File: src/irs_pkg.sv
`default_nettype none
// Shared constants and types for the serial register slave
package irs_pkg;

    // Register pointer values of the user registers
    localparam logic [7:0] OFS_FAULT_SOURCE = 8'h10;
    localparam logic [7:0] OFS_FAULT_MASK = 8'h11;
    localparam logic [7:0] OFS_REG_CTL_ONE = 8'h12;
    localparam logic [7:0] OFS_VOUT_TARGET = 8'h13;
    localparam logic [7:0] OFS_RAMP_CTL = 8'h14;
    localparam logic [7:0] OFS_BUS_CFG = 8'h15;

    // Values after reset or shutdown
    localparam logic [7:0] RST_FAULT_MASK = 8'h0f;
    localparam logic [7:0] RST_REG_CTL_ONE = 8'h50;
    localparam logic [7:0] RST_VOUT_TARGET = 8'h00;
    localparam logic [1:0] RST_SLEW_RATE = 2'h0;
    localparam logic RST_HOLD_BIT = 1'b0;
    localparam logic RST_HS_FILTER = 1'b0;

    // Field positions
    localparam int FAULT_BITS = 5;
    localparam int SLEW_MSB = 1;
    localparam int HOLD_POS = 0;

    // Address byte layout: fixed parts around the two select bits
    localparam logic [2:0] ADDR_TOP = 3'h6;
    localparam logic [1:0] ADDR_MID = 2'h3;
    localparam logic [7:0] GEN_CALL_BYTE = 8'h00;
    localparam logic [4:0] MCODE_TOP = 5'h01;

    // Bit counter values: eight data bits, then the acknowledge clock
    localparam logic [3:0] BIT_LAST = 4'h8;
    localparam logic [3:0] BIT_ACK = 4'h9;
    localparam logic [3:0] BIT_MSB = 4'h7;

    typedef enum logic [2:0] {
        ST_IDLE,
        ST_ADDR,
        ST_PTR,
        ST_WDATA,
        ST_RDATA,
        ST_SKIP
    } irs_state_t;

    // Converter status flags, bit 4 down to bit 0
    typedef struct packed {
        logic pok;
        logic ovp;
        logic hard_short;
        logic thermal;
        logic overcurrent;
    } irs_fault_t;

    // Settings that the registers hand to the converter
    typedef struct packed {
        logic [7:0] fault_mask;
        logic [7:0] reg_ctl_one;
        logic [7:0] vout_target;
        logic [1:0] slew_rate;
        logic fast_mode_hold_bit;
    } irs_cfg_t;

    localparam irs_cfg_t RST_CFG = '{
        fault_mask: RST_FAULT_MASK,
        reg_ctl_one: RST_REG_CTL_ONE,
        vout_target: RST_VOUT_TARGET,
        slew_rate: RST_SLEW_RATE,
        fast_mode_hold_bit: RST_HOLD_BIT
    };

endpackage : irs_pkg
`default_nettype wire

File: src/irs_reg_slave.sv
`timescale 1ns/10ps
`default_nettype none

// What this block does
// - Acknowledge own address in ninth clock
// - Pointer byte follows address and is acknowledged
// - Acknowledge data, commit on ack rising edge
// - Sequential write bytes all accepted and acknowledged
// - Last sequential write byte also acknowledged
// - STOP returns filters to slow setting
// - Repeated START leaves filter setting alone
// - Shift eight pointer-selected bits, MSB first
// - Master acknowledge requests next register byte
// - Master code 00001xx0 selects high-speed filters
// - Master code answered with not-acknowledge
// - High speed lasts until a STOP
// - Hold bit keeps high speed across STOP
// - Shutdown returns all registers to reset
// - Never stretch the clock
// - Never acknowledge general call byte
// - Slow filters selected at power-up
module irs_reg_slave
(
    input wire logic clk_sys,
    input wire logic rst_b,
    input wire logic shutdown,
    input wire logic [1:0] addr_sel,
    input wire logic scl_pin,
    input wire logic sda_in,
    output logic sda_out,
    output logic sda_oe,
    input wire irs_pkg::irs_fault_t fault,
    output irs_pkg::irs_cfg_t cfg,
    output logic hs_filter_en
);

    logic [1:0] scl_sync;
    logic [1:0] sda_sync;
    logic scl_prev;
    logic sda_prev;
    logic scl_rise;
    logic scl_fall;
    logic start_det;
    logic stop_det;
    irs_pkg::irs_state_t state;
    logic [3:0] bit_cnt;
    logic [7:0] shift;
    logic [7:0] pointer;
    logic [7:0] rd_byte;
    logic master_ack;
    logic [6:0] own_addr;
    logic addr_hit;
    logic mcode_hit;
    logic commit;
    logic rd_load;
    logic [7:0] rd_value;

    // Both pins pass two flops; SCL is only ever sampled, never driven
    always_ff @(posedge clk_sys or negedge rst_b)
    begin
        if (!rst_b)
        begin
            scl_sync <= 2'h3;
            sda_sync <= 2'h3;
            scl_prev <= 1'b1;
            sda_prev <= 1'b1;
        end
        else
        begin
            scl_sync <= {scl_sync[0], scl_pin};
            sda_sync <= {sda_sync[0], sda_in};
            scl_prev <= scl_sync[1];
            sda_prev <= sda_sync[1];
        end
    end

    // Bus events seen from the second stage onward
    assign scl_rise = scl_sync[1] && !scl_prev;
    assign scl_fall = !scl_sync[1] && scl_prev;
    assign start_det = scl_sync[1] && scl_prev && sda_prev && !sda_sync[1];
    assign stop_det = scl_sync[1] && scl_prev && !sda_prev && sda_sync[1];

    // Own address from the select pins; the all-zero byte never matches
    assign own_addr = {irs_pkg::ADDR_TOP, addr_sel[1], irs_pkg::ADDR_MID, addr_sel[0]};
    assign addr_hit = (shift[7:1] == own_addr) && (shift != irs_pkg::GEN_CALL_BYTE);
    assign mcode_hit = scl_fall && (bit_cnt == irs_pkg::BIT_LAST) && (state == irs_pkg::ST_ADDR)
        && (shift[7:3] == irs_pkg::MCODE_TOP) && !shift[0];

    // Write lands on the rising edge of the acknowledge clock
    assign commit = scl_rise && (bit_cnt == irs_pkg::BIT_ACK)
        && (state == irs_pkg::ST_WDATA);
    assign rd_load = scl_fall && (bit_cnt == irs_pkg::BIT_ACK) && (((state == irs_pkg::ST_ADDR)
        && sda_oe && shift[0]) || ((state == irs_pkg::ST_RDATA) && master_ack));

    // Read multiplexer on the current pointer; reserved bits read zero
    always_comb
    begin
        rd_value = 8'h00;
        unique case (pointer)
            irs_pkg::OFS_FAULT_SOURCE: rd_value = {3'h0, fault};
            irs_pkg::OFS_FAULT_MASK: rd_value = cfg.fault_mask;
            irs_pkg::OFS_REG_CTL_ONE: rd_value = cfg.reg_ctl_one;
            irs_pkg::OFS_VOUT_TARGET: rd_value = cfg.vout_target;
            irs_pkg::OFS_RAMP_CTL: rd_value = {6'h00, cfg.slew_rate};
            irs_pkg::OFS_BUS_CFG: rd_value = {7'h00, cfg.fast_mode_hold_bit};
            default: rd_value = 8'h00;
        endcase
    end

    // Byte engine: bit counting, shifting, acknowledge and data drive
    always_ff @(posedge clk_sys or negedge rst_b)
    begin
        if (!rst_b)
        begin
            state <= irs_pkg::ST_IDLE;
            bit_cnt <= 4'h0;
            shift <= 8'h00;
            rd_byte <= 8'h00;
            master_ack <= 1'b0;
            sda_oe <= 1'b0;
        end
        else if (stop_det)
        begin
            state <= irs_pkg::ST_IDLE;
            bit_cnt <= 4'h0;
            sda_oe <= 1'b0;
        end
        else if (start_det)
        begin
            // Plain and repeated START both restart address reception; filters kept
            state <= irs_pkg::ST_ADDR;
            bit_cnt <= 4'h0;
            sda_oe <= 1'b0;
        end
        else if (scl_rise && (state != irs_pkg::ST_IDLE) && (state != irs_pkg::ST_SKIP))
        begin
            if (bit_cnt < irs_pkg::BIT_LAST)
            begin
                shift <= {shift[6:0], sda_sync[1]};
                bit_cnt <= bit_cnt + 4'h1;
            end
            else if (bit_cnt == irs_pkg::BIT_ACK)
            begin
                master_ack <= !sda_sync[1];
            end
        end
        else if (scl_fall && (state != irs_pkg::ST_IDLE) && (state != irs_pkg::ST_SKIP))
        begin
            if (bit_cnt == irs_pkg::BIT_LAST)
            begin
                bit_cnt <= irs_pkg::BIT_ACK;
                unique case (state)
                    irs_pkg::ST_ADDR: sda_oe <= addr_hit;
                    irs_pkg::ST_PTR: sda_oe <= 1'b1;
                    irs_pkg::ST_WDATA: sda_oe <= 1'b1;
                    default: sda_oe <= 1'b0; // master answers a read byte
                endcase
            end
            else if (bit_cnt == irs_pkg::BIT_ACK)
            begin
                bit_cnt <= 4'h0;
                if (rd_load)
                begin
                    state <= irs_pkg::ST_RDATA;
                    rd_byte <= rd_value;
                    sda_oe <= !rd_value[7];
                end
                else
                begin
                    sda_oe <= 1'b0;
                    unique case (state)
                        irs_pkg::ST_ADDR: state <= sda_oe ? irs_pkg::ST_PTR : irs_pkg::ST_SKIP;
                        irs_pkg::ST_PTR: state <= irs_pkg::ST_WDATA;
                        irs_pkg::ST_WDATA: state <= irs_pkg::ST_WDATA;
                        default: state <= irs_pkg::ST_SKIP;
                    endcase
                end
            end
            else if (state == irs_pkg::ST_RDATA)
            begin
                // Next bit, most significant first, driven open-drain
                sda_oe <= !rd_byte[3'(irs_pkg::BIT_MSB - bit_cnt)];
            end
        end
    end

    // Register pointer: loaded from the pointer byte, stepped per data byte
    always_ff @(posedge clk_sys or negedge rst_b)
    begin
        if (!rst_b)
        begin
            pointer <= 8'h00;
        end
        else if (scl_rise && (bit_cnt == irs_pkg::BIT_ACK) && (state == irs_pkg::ST_PTR))
        begin
            pointer <= shift;
        end
        else if (commit || rd_load)
        begin
            pointer <= pointer + 8'h01;
        end
    end

    // User registers; shutdown puts every one back to its reset value
    always_ff @(posedge clk_sys or negedge rst_b)
    begin
        if (!rst_b)
        begin
            cfg <= irs_pkg::RST_CFG;
        end
        else if (shutdown)
        begin
            cfg <= irs_pkg::RST_CFG;
        end
        else if (commit)
        begin
            unique case (pointer)
                irs_pkg::OFS_FAULT_MASK: cfg.fault_mask <= shift;
                irs_pkg::OFS_REG_CTL_ONE: cfg.reg_ctl_one <= shift;
                irs_pkg::OFS_VOUT_TARGET: cfg.vout_target <= shift;
                irs_pkg::OFS_RAMP_CTL: cfg.slew_rate <= shift[irs_pkg::SLEW_MSB:0];
                irs_pkg::OFS_BUS_CFG:
                    cfg.fast_mode_hold_bit <= shift[irs_pkg::HOLD_POS];
                default: cfg <= cfg; // Status and unmapped pointers ignore writes
            endcase
        end
    end

    // Input filter mode: slow after reset, fast on master code, slow after STOP unless the hold bit is set
    always_ff @(posedge clk_sys or negedge rst_b)
    begin
        if (!rst_b)
        begin
            hs_filter_en <= irs_pkg::RST_HS_FILTER;
        end
        else if (shutdown)
        begin
            hs_filter_en <= irs_pkg::RST_HS_FILTER;
        end
        else if (mcode_hit)
        begin
            hs_filter_en <= 1'b1;
        end
        else if (stop_det && !cfg.fast_mode_hold_bit)
        begin
            hs_filter_en <= 1'b0;
        end
    end

    // Open-drain: the data pin is only ever pulled low
    assign sda_out = 1'b0;
endmodule : irs_reg_slave
`default_nettype wire

File: config.mk
export PLATFORM = sky130hd
export DESIGN_NAME = irs_reg_slave
export DESIGN_NICKNAME = d
export VERILOG_FILES = /design/src/irs_pkg.sv /design/src/irs_reg_slave.sv
export SDC_FILE = /design/constraint.sdc
export NUM_CORES = 1
export LEC_CHECK = 0
export BUFFER_PORTS_ARGS = -buffer_cell sky130_fd_sc_hd__buf_2
export CELL_PAD_IN_SITES_DETAIL_PLACEMENT = 0
export CELL_PAD_IN_SITES_GLOBAL_PLACEMENT = 1
export CORE_MARGIN = 8
export CORE_UTILIZATION = 46
export CTS_CLUSTER_DIAMETER = 50
export CTS_CLUSTER_SIZE = 40
export DETAILED_ROUTE_END_ITERATION = 10
export PLACE_DENSITY = 0.85
export SKIP_CTS_REPAIR_TIMING = 1
export SYNTH_ARGS = -nofsm -noshare
export SYNTH_HDL_FRONTEND = slang
export SYNTH_SLANG_ARGS = --single-unit
File: constraint.sdc
create_clock -name clk_sys -period 2.2 [get_ports clk_sys]
set_input_delay 0.33 -clock clk_sys [delete_from_list [all_inputs] [get_ports clk_sys]]
set_output_delay 0.33 -clock clk_sys [all_outputs]
set_load 0.01 [all_outputs]
==> results.json <==
{
  "status": "finished, violations left",
  "violations": "hold timing",
  "crit_path_max_fanout": 12,
  "crit_path_end_kind": "flip-flop",
  "placed_cells_incl_taps": 463,
  "post_synth.cell_area_avg_um2": 10.6,
  "max_cap_viol_count": 0,
  "finalCritPeriodShare_pct": 93.4,
  "synth_compound_gate_area_share_pct": 15.2,
  "final_net_count": 390,
  "synthAdderAreaFrac_pct": 2.13,
  "number_of_global_route_vias_before_repair": 2757,
  "synth.area.top_cells": "sky130_fd_sc_hd__dfrtp_1 39%, sky130_fd_sc_hd__dfstp_2 9.0%, sky130_fd_sc_hd__mux2i_1 8.0%, sky130_fd_sc_hd__nor2_1 3.9%, sky130_fd_sc_hd__nand2_1 3.0%",
  "viasPerCell": 5.77,
  "final_cell_mix": "55 x sky130_fd_sc_hd__dfrtp_1, 40 x sky130_fd_sc_hd__buf_2, 37 x sky130_fd_sc_hd__nor2_1",
  "timing.slew.headroom_pct": 57.1,
  "grt_max_degree": 44,
  "worstPathRequired_ps": 2470,
  "die_area_um2": 10700,
  "drt_first_pass_iters": 5,
  "maxSlewViolCount": 0,
  "synthFlopType": "sky130_fd_sc_hd__dfrtp_1",
  "tightestPinTransition_ps": 635,
  "synth.lib_cells_used.distinct": 59,
  "area_occupied_by_multi_input_gates_um2": 1650,
  "drc": 0,
  "antenna_violating_nets_post_route": 0,
  "clk_path_buf_depth": 2,
  "yosys.area_share.simple_pct": 17.7,
  "h-tree-depth": 3,
  "synth_top_cell_area_share_pct": 39.1,
  "num-fill-cells": 686,
  "detailedPlacementHpwl_um": 6340,
  "post_synth_instance_area_um2": 3520,
  "power_per_cell_area_nw_per_um2": 741,
  "seq_area_um2": 1690,
  "ratio_of_cells_with_drive_above_1_in_the_final_layout_pct": 24.7,
  "achievable-frequency_mhz": 487,
  "tritoncts.num_buffers": 9,
  "synth.net_count": 351,
  "detailed_route_wire_length_per_cell_um": 18.2,
  "placeableCoreArea_um2": 7570,
  "grt_pass1_wl_um": 14500,
  "routed_wl_um": 8730,
  "muxShareOfSynthArea_pct": 9.57,
  "critPathArrivalTime_ps": 2330,
  "synth_sequential_area_ratio_pct": 48.1,
  "boundaryPins": 42,
  "worst_r2r_startpoint": "scl_sync[1]",
  "final_cells": 479,
  "final_common_cell": "sky130_fd_sc_hd__dfrtp_1",
  "tritoncts": "built",
  "root_buffer": "sky130_fd_sc_hd__clkbuf_8",
  "min_period_ps": 2060,
  "dieHeight_um": 103,
  "areaGrowthSynthToFinish_pct": 14.1,
  "rsz0062_at_grt": "no",
  "synthDominantAreaCellType": "sky130_fd_sc_hd__dfrtp_1",
  "synth_enable_flop_cells": 0,
  "type_of_the_worst_setup_path": "flip-flop to flip-flop",
  "clk-insertion-delay-late_ps": 350,
  "die_w_um": 103,
  "finalSetupViolCount": 0,
  "setup.worst_path.start_class": "flip-flop",
  "place_congestion": 0.888,
  "detail_route.iter0.violations": 193,
  "fin_setup_tns_ps": 0,
  "start_util_pct": 46.5,
  "yosysWarnings": 0,
  "ant_diodes": 0,
  "port_buffers": 40,
  "fin_worst_hold_slack_ps": -21.7,
  "yosys.area_share.xor_xnor_pct": 2.24,
  "clock-sinks": 67,
  "post_synth_inst_count": 333,
  "num_vias": 2765,
  "antenna_found_initial": 0,
  "core.rowCount": 32,
  "maximum_resistive_drop_on_vdd_v": 0.000476,
  "worst_hold_path_type": "input pin to asynchronous set/reset pin",
  "main_combinational_cell_family_by_area_after_synthesis": "simple AND/OR/NAND/NOR gates",
  "residual_overflow_from_global_routing": 0,
  "cp-startpoint": "scl_sync[1]",
  "timing.clock.skew_ps": 15.9,
  "globalRouteTotalUtil_pct": 17.9,
  "timing.final.hold_violations": 18,
  "leakage_nw": 1.93,
  "synth-async-reset-ratio_pct": 100,
  "clkTransAtPathRegs_ps": 80,
  "synth_seq_cells": 67
}
[per-layer routing]
metal / routed length, µm / vias to the layer above / GRT usage, %
li1: - / 1290 / -
met1: 3830 / 1358 / 23.7
met2: 4270 / 104 / 27.8
met3: 480 / 13 / 3.28
met4: 152 / 0 / 8.57
met5: 0 / - / 0
[layout make-up]
class,count,share of cell area (%)
clock buffer,10,3.18
clock inverter,6,2.24
inverter,10,0.935
multi-input combinational,234,41.1
sequential,67,42.1
tap,102,3.18
timing repair buffer,50,7.17
[critical path: stages (launching register included)]
cell and delay (ps):
sky130_fd_sc_hd__dfstp_2 590, sky130_fd_sc_hd__or2b_2 350, sky130_fd_sc_hd__nor3_4 360, sky130_fd_sc_hd__nand4_4 300
sky130_fd_sc_hd__a211o_1 380
[synth_stat cells (all sizes together), types with 4 or more instances]
cell and count:
a222oi 5, nor2 38, mux2i 28, xnor2 4
a211o 6, dfrtp 55, dfstp 12, o211ai 4
buf 11, nand2 28, clkbuf 11, xor2 5
nand4 8, inv 10, ha 6, o21ai 22
o31ai 10, a21oi 11, nand3 5
[report_power, final]
group / leakage, nW / switching, mW / internal [mW] / total [mW]
logic: 0.965 / 0.211 / 0.150 / 0.362
registers: 0.859 / 0.153 / 1.32 / 1.47
clock network: 0.107 / 0.499 / 0.643 / 1.14
[final timing paths]
path	endpoint	slack (ps)	cells after the start
min	state[1]	-20	1
max reg2reg	cfg[22]	140	4
min in group clk_sys	sda_sync[0]	80	1
max in group asynchronous	cfg[19]	1530	2
min reg2reg	sda_sync[1]	360	0
max	cfg[22]	140	4
[stage by stage]
step	power [mW]	utilization [%]	worst slack, ps	instance area, µm²
global placement	1.85	50.2	172	3800
finish	2.97	53.0	145	4010
CTS	2.98	53.0	142	4010
global route	3.10	53.0	16.0	4010
floorplan	1.67	-	318	3520
detailed placement	1.85	50.2	150	3800
[sequential cells by signal, summed over array words and instances, names as in the netlist, 2 cells and up]
register	count
sda_sync	2
cfg	27
state	3
rd_byte	8
bit_cnt	4
shift	8
scl_sync	2
pointer	8
[cell families after synthesis]
logic type      after synthesis
flops                        67
fa+ha+maj                     6
simple gates                110
mux                          32
compound gates               76
xor+xnor                      9
other cells                   1
buf+inv                      32
No activity file was read; power rests on OpenSTA's default activity.
